**src/shared/acc_pkg.sv**
```systemverilog
// package: constants, commands and carriers for the converter/comparator control block
package acc_pkg;
  localparam int RES_W         = 10;
  localparam int REG_W         = 4;
  localparam int MODE_BIT      = 3;
  localparam int CMP0_EN_BIT   = 2;
  localparam int CMP1_EN_BIT   = 3;
  localparam int CMP_RES_LO    = 0;
  localparam int CMP_RES_HI    = 1;
  localparam int SAR_CYCLES    = 10;
  localparam logic [3:0] CTRL1_RST = 4'h0;
  localparam logic [3:0] MODE_RST  = 4'h0;
  localparam logic [3:0] CMPC_RST  = 4'h0;
  localparam logic [9:0] RES_RST   = 10'h000;

  typedef enum logic [3:0] {
    ACC_NOP, ACC_WR_CTRL1, ACC_RD_CTRL1, ACC_WR_MODE, ACC_RD_MODE,
    ACC_WR_CMPC, ACC_RD_CMPC, ACC_RD_RES_HI, ACC_RD_RES_LO2,
    ACC_WR_RES, ACC_START, ACC_SKIP_DONE
  } acc_cmd_type;

  typedef struct packed {
    acc_cmd_type cmd;
    logic [3:0]  acc_a;
    logic [3:0]  acc_b;
  } acc_req_type;

  typedef struct packed {
    logic [3:0] acc_a;
    logic [3:0] acc_b;
    logic       skip;
    logic       valid;
  } acc_rsp_type;
endpackage : acc_pkg

```
**src/core/acc_ctrl.sv**
```systemverilog
// converter and comparator control: registers, sequencer, done flag, port-four sharing
// Operation
// RULE1 - mode bit 3 picks comparator or conversion; leaving comparator may set done flag
// RULE2 - software clears converter interrupt mask bit 2 before leaving comparator mode
// RULE3 - after writing mode register software runs skip instruction to drop stray flag
// RULE4 - software never flips the mode bit while the converter is busy
// RULE5 - low-bits move puts result bits 1:0 into accumulator 3:2, zeros below
// RULE6 - analog-selected pins still act as port four; software drives them high
// RULE7 - port input read of an analog-selected pin returns an undefined value
// RULE8 - enabled comparators keep running in RAM back-up power-down
// RULE9 - comparator control bits 2 and 3 enable the two comparators
// RULE10 - comparator control bits 0 and 1 are read-only results
// RULE11 - software waits 20 us after enabling before reading comparator results
// RULE12 - result register is 10 bits, control registers are 4 bits each
// RULE13 - done flag sets at conversion end and holds until tested; here a start command also clears it
// RULE14 - skip instruction skips when flag is one and clears it
`timescale 1ns/10ps
`default_nettype none
module acc_ctrl #(
  parameter int RES_W = acc_pkg::RES_W
) (
  input  wire logic           sys_clk,       // system clock
  input  wire logic           rst_b,         // async reset, active low
  input  wire acc_pkg::acc_req_type req,     // transfer instruction and accumulator
  input  wire logic           power_down,    // ram back-up state
  input  wire logic           cmp_above_0,   // comparator 0 analog result
  input  wire logic           cmp_above_1,   // comparator 1 analog result
  input  wire logic           sar_above,     // sar comparator: input at or above trial
  input  wire logic [3:0]     port_four_pin, // port four pin levels
  output var acc_pkg::acc_rsp_type rsp,      // registered answer
  output logic [9:0]          sar_trial,     // trial code to the dac
  output logic                cmp_en_0,      // comparator 0 powered
  output logic                cmp_en_1,      // comparator 1 powered
  output logic                done_irq,      // conversion-done flag level
  output logic [3:0]          port_four_in   // port input as seen by software
);
  initial begin
    if (RES_W != 10) $error("acc_ctrl supports a 10-bit result only");
  end

  typedef enum logic [1:0] {ST_IDLE, ST_CONV} acc_st_type;

  // RULE12 register widths
  logic [3:0]  ctrl1_q, ctrl1_d;
  logic [3:0]  mode_q, mode_d;
  logic [1:0]  cmpen_q, cmpen_d;
  logic [1:0]  cmpres_q, cmpres_d;
  logic [9:0]  res_q, res_d;
  logic [9:0]  trial_q, trial_d;
  logic [3:0]  bit_q, bit_d;
  logic        done_q, done_d;
  acc_st_type  st_q, st_d;
  acc_pkg::acc_rsp_type rsp_q, rsp_d;
  logic [3:0]  pin_in_q, pin_in_d;
  logic        sar_end;

  always_comb begin
    ctrl1_d  = ctrl1_q;
    mode_d   = mode_q;
    cmpen_d  = cmpen_q;
    res_d    = res_q;
    trial_d  = trial_q;
    bit_d    = bit_q;
    done_d   = done_q;
    st_d     = st_q;
    sar_end  = 1'b0;
    rsp_d    = '0;
    // RULE8 comparators ignore power-down
    cmpres_d = {cmpen_q[1] ? cmp_above_1 : cmpres_q[1],
                cmpen_q[0] ? cmp_above_0 : cmpres_q[0]};
    // RULE13 successive approximation steps
    unique case (st_q)
      ST_IDLE: begin
      end
      ST_CONV: begin
        if (!sar_above) trial_d[bit_q] = 1'b0;
        if (bit_q == 4'h0) begin
          sar_end = 1'b1;
          st_d    = ST_IDLE;
        end else begin
          trial_d[bit_q - 4'h1] = 1'b1;
          bit_d = bit_q - 4'h1;
        end
      end
    endcase
    if (sar_end) begin
      res_d  = trial_d;
    end
    unique case (req.cmd)
      acc_pkg::ACC_WR_CTRL1: ctrl1_d = req.acc_a;
      acc_pkg::ACC_RD_CTRL1: begin
        rsp_d.acc_a = ctrl1_q;
        rsp_d.valid = 1'b1;
      end
      acc_pkg::ACC_WR_MODE: mode_d = req.acc_a;
      acc_pkg::ACC_RD_MODE: begin
        rsp_d.acc_a = mode_q;
        rsp_d.valid = 1'b1;
      end
      // RULE9 enables from bits 2 and 3
      acc_pkg::ACC_WR_CMPC: cmpen_d = {req.acc_a[acc_pkg::CMP1_EN_BIT],
                                       req.acc_a[acc_pkg::CMP0_EN_BIT]};
      // RULE10 result bits read-only
      acc_pkg::ACC_RD_CMPC: begin
        rsp_d.acc_a = {cmpen_q, cmpres_q};
        rsp_d.valid = 1'b1;
      end
      acc_pkg::ACC_RD_RES_HI: begin
        // comparator mode reads the low byte, conversion mode the top eight bits
        if (mode_q[acc_pkg::MODE_BIT]) begin
          rsp_d.acc_a = res_q[3:0];
          rsp_d.acc_b = res_q[7:4];
        end else begin
          rsp_d.acc_a = res_q[5:2];
          rsp_d.acc_b = res_q[9:6];
        end
        rsp_d.valid = 1'b1;
      end
      // RULE5 low bits to top of accumulator
      acc_pkg::ACC_RD_RES_LO2: begin
        rsp_d.acc_a = {res_q[1:0], 2'b00};
        rsp_d.valid = 1'b1;
      end
      acc_pkg::ACC_WR_RES: res_d = {res_q[9:8], req.acc_b, req.acc_a};
      acc_pkg::ACC_START: begin
        done_d  = 1'b0;
        st_d    = ST_CONV;
        bit_d   = 4'h9;
        trial_d = 10'h200;
      end
      // RULE14 skip and clear
      acc_pkg::ACC_SKIP_DONE: begin
        rsp_d.skip  = done_q;
        rsp_d.valid = 1'b1;
        done_d      = 1'b0;
      end
      default: begin
      end
    endcase
    // RULE1 leaving comparator mode raises stray flag
    if (req.cmd == acc_pkg::ACC_WR_MODE && mode_q[acc_pkg::MODE_BIT]
        && !req.acc_a[acc_pkg::MODE_BIT]) begin
      done_d = 1'b1;
    end
    // RULE13 set wins over clear
    if (sar_end) done_d = 1'b1;
    // RULE6 analog pins keep port function; RULE7 analog read undefined, shown as zero
    pin_in_d = port_four_pin & ~ctrl1_q;
  end

  always_ff @(posedge sys_clk or negedge rst_b) begin
    if (!rst_b) begin
      ctrl1_q  <= acc_pkg::CTRL1_RST;
      mode_q   <= acc_pkg::MODE_RST;
      cmpen_q  <= 2'b00;
      cmpres_q <= 2'b00;
      res_q    <= acc_pkg::RES_RST;
      trial_q  <= 10'h000;
      bit_q    <= 4'h0;
      done_q   <= 1'b0;
      st_q     <= ST_IDLE;
      rsp_q    <= '0;
      pin_in_q <= 4'h0;
    end else begin
      ctrl1_q  <= ctrl1_d;
      mode_q   <= mode_d;
      cmpen_q  <= cmpen_d;
      cmpres_q <= cmpres_d;
      res_q    <= res_d;
      trial_q  <= trial_d;
      bit_q    <= bit_d;
      done_q   <= done_d;
      st_q     <= st_d;
      rsp_q    <= rsp_d;
      pin_in_q <= pin_in_d;
    end
  end

  assign rsp          = rsp_q;
  assign sar_trial    = trial_q;
  assign cmp_en_0     = cmpen_q[0];
  assign cmp_en_1     = cmpen_q[1];
  assign done_irq     = done_q;
  assign port_four_in = pin_in_q;
endmodule : acc_ctrl
`default_nettype wire

```
**config.mk**
```make
export PLATFORM = sky130hd
export DESIGN_NAME = acc_ctrl
export DESIGN_NICKNAME = d
export VERILOG_FILES = /design/src/shared/acc_pkg.sv /design/src/core/acc_ctrl.sv
export SDC_FILE = /design/constraint.sdc
export NUM_CORES = 1
export LEC_CHECK = 0
export ABC_AREA = 1
export BUFFER_PORTS_ARGS = -buffer_cell sky130_fd_sc_hd__buf_2
export CORE_AREA = 4 4 95 79
export DETAILED_ROUTE_END_ITERATION = 6
export DIE_AREA = 0 0 99 83
export SLEW_MARGIN = 20
export SYNTH_ARGS = -nofsm -noshare
export SYNTH_HDL_FRONTEND = slang
export SYNTH_SLANG_ARGS = --single-unit
```
**constraint.sdc**
```tcl
create_clock -name sys_clk -period 1.9 [get_ports sys_clk]
set_input_delay 0.095 -clock sys_clk [delete_from_list [all_inputs] [get_ports sys_clk]]
set_output_delay 0.095 -clock sys_clk [all_outputs]
set_load 0.01 [all_outputs]
```
==> results of run 1 <==
## area by class of cell
type                       instances  area share [%]
tap                               87           3.602
multi-input combinational        218           34.74
timing repair buffer              54           9.938
inverter                          45           5.590
sequential                        52           43.06
clock buffer                       6           2.733
clock inverter                     2          0.3313
## worst paths after layout
check,to,slack [ns],depth (start not counted)
max,res_q[8],0.24,10
min,cmpres_q[1],0.02,2
max reg2reg,res_q[8],0.24,10
min reg2reg,port_four_in[0],0.45,1
max in group asynchronous,port_four_in[3],1.03,3
min in group asynchronous,bit_q[0],0.42,3
## cells by family after synthesis
logic type      count (synthesis)  share of synthesized area (%)
simple gates                  158                          26.82
compound gates                 52                          10.60
flops                          52                          51.28
buf+inv                        48                          7.445
mux                             2                         0.8875
fa+ha+maj                       6                          2.959
## flip-flops by register name, summed over array words and instances, names as in the netlist
signal and flops:
bit_q 4, cmpen_q 2, cmpres_q 2, ctrl1_q 4
done_irq 1, mode_q 4, port_four_in 4, res_q 10
rsp 10, sar_trial 10, st_q 1
## routing by layer
layer	vias up	GRT usage, %	part of all wire, %
li1	1118	-	-
met1	1008	23.84	51
met2	65	21.95	41
met3	10	4.870	7.2
met4	0	4.715	1.5
met5	-	0	0
## report_power, final
part / internal (W) / switching (W)
clock: 0.000292 / 0.000365
combinational: 0.000520 / 0.000944
sequential: 0.00144 / 0.000266
total: 0.00225 / 0.00157
## repair_timing
item                                    4_1_cts  5_1_grt
hold endpoints to repair                     56        0
hold buffers                                  5        0
endpoints found under the setup margin        0        9
gates resized for setup                       0        2
## per-stage QoR
step	instances	util, %	worst slack, ns
final	464	45.40	0.2365
after global routing	464	45.40	0.08211
after CTS	464	45.37	0.1258
after detailed placement	451	43.22	0.1483
after global placement	451	43.22	0.2203
after floorplan	318	-	0.4729
## cells in the final DEF (no fill, tap or decap), types with 6 or more instances in the layout
| master | count |
|---|---|
| inv_1 | 41 |
| clkbuf_8 | 6 |
| nand2_1 | 108 |
| buf_2 | 47 |
| dfrtp_1 | 52 |
| nand3_1 | 19 |
| nor2_1 | 12 |
| a21oi_1 | 17 |
| o21ai_0 | 31 |
## critical path, delay by kind of cell, from the launching register on
family / cells / cell delay [ns]
AND/OR/NAND/NOR: 6 / 0.54
flip-flops: 1 / 0.45
buffers and inverters: 3 / 0.36
adder cells (fa/ha/maj): 1 / 0.24
==> results.md, run 1 <==
* Run status: finished, final reports clean
* Worst Setup End Kind: register
* Max H-tree Level at 2
* Hold Violations, Final at 0
* Synth Instances at approximately 320
* Layout cells sized above 1 at slightly above 20%
* Ys flop type: dfrtp_1
* CP required at around 2.2 ns
* Synthesis-stage register bit count at between 50 and 60
* Core ar. at 0.006655 sq mm
* IO buf count at 47
* Die Wd at 99 microns
* Setup crit start: bit_q[0]
* Hold Path Class: input port to register
* Total power at 0.003822 W
* Via density per instance at 4.744
* Slew Viols, Final at 0
* Post-DRT Antenna Nets at 0
* Routed WL at a little over 6 mm
* Count leader, synth: nand2_1
* Vias in the first global route at 2193
* Tmin final at between 1.5 and 2 ns
* Num CTS Buffers at 5
* Nets at approximately 400
* Critical Path Fanout Max at 8
* CP cell instances: inv_2 -> ha_2 -> inv_1 -> nand2_1 -> nand2_1 -> inv_2 -> nand3_1 -> nand2_1 -> nand2_1 -> nand2_1
* Max cap viols at 0
* Fin crit share at 87.55%
* Largest area contributor in the netlist: dfrtp_1
* Final-report setup violation count at 0
* Syn Area/Cell at around 8 sq um
* Starting density of the core at about two fifths
* Syn Nets at between 300 and 400
* Crit path launch type: register
* # diodes at 0
* Worst-Margin Slew at 0.6558 ns
* Min-delay src: cmp_above_1
* Post-Layout Inst Area at 0.003022 sq mm
* DR iter-0 viols at between 100 and 150
* Clock-pin slew on the worst setup and hold paths at about 0.090 ns
* 1st-pass router iterations at 4
* DRC at 0
* Hpwl dp at between 4 and 5 mm
* Fill cells at ~690
* Worst Skew at around 0.0075 ns
* LEAKAGE at around 1.6 nW
* GRT Util Overall at between 10% and 20%
* # IOs at approximately 50
* CP most frequent cell: nand2_1
* Instance area after placement at around 0.0029 sq mm
* Initial antenna violation count at 0
* Post-synth EDFFs at 0
* Slowest library cell on the worst path: dfrtp_1
* Root Driver: clkbuf_8
* Fmax at approximately 0.6 GHz
* Register area at between 0.001 and 0.0015 sq mm
* Mapped Area at about 0.0025 sq mm
* Unrepaired setup endpoints after global routing: no
* Row cnt at 27
* Pwr dens at around 1300 mW/mm^2
* Chip height at between 80 and 90 microns
* Final setup TNS at 0 ns
* Total grt overflow at 0
* Top cell type's share of synthesized area at between 50% and 60%
* Sink Count at 52
* First-pass GRT wire length at ~11 mm
* GP Congestion at 0.8891
* Largest net degree at the start of global routing at 53
* Max IR drop VDD at between 400 and 500 uV
* Max clock buf depth at 2
* Synth top cells by count: 108 x nand2_1, 52 x dfrtp_1, 42 x inv_1
* Worst path max stage delay at 0.45 ns
* Synth top area cells: dfrtp_1 51%, nand2_1 16%, inv_1 6.2%
* Clk_lat worst skew at 0.31 ns
* Final hold slack at around 0.021 ns
* Post-synth ARST share at 100.0%
* Die ar. at about 0.0082 sq mm
* Area grow syn2layout at 19.08%
* Post-CTS setup buffer count at 0
* Setup CP Type: register to register
* Synthesis warning total at 0
* Rel. slew slack at between 50 and 60%
* Area of the multi-input gates at about 0.0010 sq mm
* CP arrival at around 1.9 ns
* Register area share after synthesis at roughly half
* Distinct cells, synth at 22
* Reg-to-Reg Start: bit_q[0]
* CTS tree: yes
* Vias post-DR at 2201
* WL/cell at about 13 microns
No activity file was read; power rests on OpenSTA's default activity.
==> run 2, diff against run 1 <==
--- a/config.mk
+++ b/config.mk
@@ -7,9 +7,9 @@
 export LEC_CHECK = 0
 export ABC_AREA = 1
 export BUFFER_PORTS_ARGS = -buffer_cell sky130_fd_sc_hd__buf_2
-export CORE_AREA = 4 4 95 79
+export CORE_AREA = 2 2 93 77
 export DETAILED_ROUTE_END_ITERATION = 6
-export DIE_AREA = 0 0 99 83
+export DIE_AREA = 0 0 95 79
 export SLEW_MARGIN = 20
 export SYNTH_ARGS = -nofsm -noshare
 export SYNTH_HDL_FRONTEND = slang
==> results.md, run 2 (synthesis results as in run 1) <==
* Hold Path Stages at 2
* Crit path max-delay family: simple AND/OR/NAND/NOR gates
* Hpwl dp at between 4 and 5 mm
* Fmax at around 0.59 GHz
* IO buf count at 47
* WL/cell at between 10 and 15 microns
* Nets at about 400
* Slew Viols, Final at 0
* CP cell instances: inv_1 -> ha_1 -> inv_1 -> nand2_1 -> nand2_1 -> inv_2 -> nand3_1 -> nand2_1 -> nand2_1 -> nand2_1
* Most common cell after layout, fill and taps aside: nand2_1
* Worst-Margin Slew at ~0.66 ns
* Die ar. at 0.007505 sq mm
* CP required at about 2.1 ns
* Vias post-DR at around 2200
* Rel. slew slack at 55.70%
* CTS tree: yes
* DRC at 0
* Via density per instance at around 4.7
* # IOs at 49
* Layout cells sized above 1 at 20.16%
* GP Congestion at roughly 0.94
* Area grow syn2layout at 19.18%
* Total grt overflow at 0
* Hold Path Class: input port to register
* Final-report setup violation count at 0
* Clock-pin slew on the worst setup and hold paths at approximately 0.09 ns
* Largest net degree at the start of global routing at 53
* Row cnt at 27
* Crit path launch type: register
* Starting density of the core at about two fifths
* Pwr dens at around 1300 mW/mm^2
* Setup CP Type: register to register
* Fin crit share at around nine tenths
* Initial antenna violation count at 0
* Sink Count at 52
* Total power at around 0.0038 W
* Vias in the first global route at between 2000 and 2500
* First-pass GRT wire length at ~10 mm
* Worst path max stage delay at 0.48 ns
* Worst Setup End Kind: register
* WP buf/inv at 3
* Hold Violations, Final at 0
* Max clock buf depth at 2
* CP arrival at approximately 1.9 ns
* Tmin final at about 1.7 ns
* Die Wd at approximately 95 microns
* Critical Path Fanout Max at 7
* Register area at between 0.001 and 0.0015 sq mm
* R2R cell count at 10
* Clk_lat worst skew at 0.30 ns
* Worst Skew at between 0.01 and 0.015 ns
* CP most frequent cell: nand2_1
* Fill cells at 675
* # diodes at 0
* Slowest library cell on the worst path: dfrtp_1
* Core ar. at about 0.0067 sq mm
* Most frequent cells in the layout: 108 x nand2_1, 52 x dfrtp_1, 47 x buf_2
* Max H-tree Level at 2
* Max IR drop VDD at between 400 and 500 uV
* Unrepaired setup endpoints after global routing: no
* Area of the multi-input gates at around 0.0010 sq mm
* Chip height at approximately 79 microns
* 1st-pass router iterations at 5
* Post-DRT Antenna Nets at 0
* Critical path depth in cells at 10
* Root Driver: clkbuf_8
* DR iter-0 viols at 140
* LEAKAGE at ~1.6 nW
* Final setup TNS at 0 ns
* Max cap viols at 0
* GRT Util Overall at between 15 and 20%
* Num CTS Buffers at 5
* Run status: finished, final reports clean
* Routed WL at between 5 and 6 mm
## run 2: changes by cell type in the layout (fill, tap and decap cells not counted)
| cell | previous run | this run |
|---|---|---|
| clkinvlp_4 | 0 | 2 |
| ha_2 | 1 | 0 |
| clkinv_2 | 2 | 0 |
| ha_1 | 5 | 6 |
## run 2: worst reg2reg max path, stage by stage (launching register included)
cell and delay (ns):
dfrtp_1 0.48, inv_1 0.10, ha_1 0.26, inv_1 0.10
nand2_1 0.05, nand2_1 0.20, inv_2 0.10, nand3_1 0.12
nand2_1 0.06, nand2_1 0.07, nand2_1 0.05
## run 2: routing by layer
layer,vias to the layer above,global-route usage (%),part of all wire [%],wire length (microns)
met5,-,0,0,0
met4,0,4.203,1.3,76
met3,9,3.226,6.4,381
met2,65,25.82,41,2452
met1,1002,25.32,51,3030
li1,1114,-,-,-
## run 2: stage by stage
stage	instances	worst slack (ns)	cell area (sq um)	utilization, %	hold slack, ns
6_report	464	0.2088	3024	45.44	0.03424
5_1_grt	464	0.009432	3024	45.44	0.02475
4_1_cts	464	0.1613	3024	45.44	0.03258
3_5_place_dp	451	0.1970	2877	43.22	0.2601
3_3_place_gp	451	0.2234	2877	43.22	0.2610
2_1_floorplan	318	0.4729	2537	-	-0.2006
## run 2: timing repair
action	CTS	global route
endpoints found under the setup margin	0	7
setup buffers	0	0
hold buffers	5	0
endpoints found under the hold margin	56	0
gates resized for setup	0	1
## run 2: worst paths after layout
kind	from	to	slack, ns
worst max-delay path	bit_q[1]	res_q[8]	0.21
min in group asynchronous	rst_b	bit_q[0]	0.41
worst min-delay path	cmp_above_0	cmpres_q[0]	0.03
worst min register to register	ctrl1_q[0]	port_four_in[0]	0.46
max in group asynchronous	rst_b	res_q[8]	1.02
worst max register to register	bit_q[1]	res_q[8]	0.21
## run 2: layout make-up
cell class,instances,share of cell area (%)
well taps,87,3.599
clock buffers,6,2.731
multi-input cells,218,34.63
inverters,45,5.585
repair buffers,54,9.930
clock inverters,2,0.4965
flip-flops and latches,52,43.03
## run 2: report_power, final
group / total, W / internal (W) / switching [W]
Clock: 0.000666 / 0.000296 / 0.000370
Sequential: 0.00170 / 0.00144 / 0.000267
Combinational: 0.00144 / 0.000514 / 0.000928
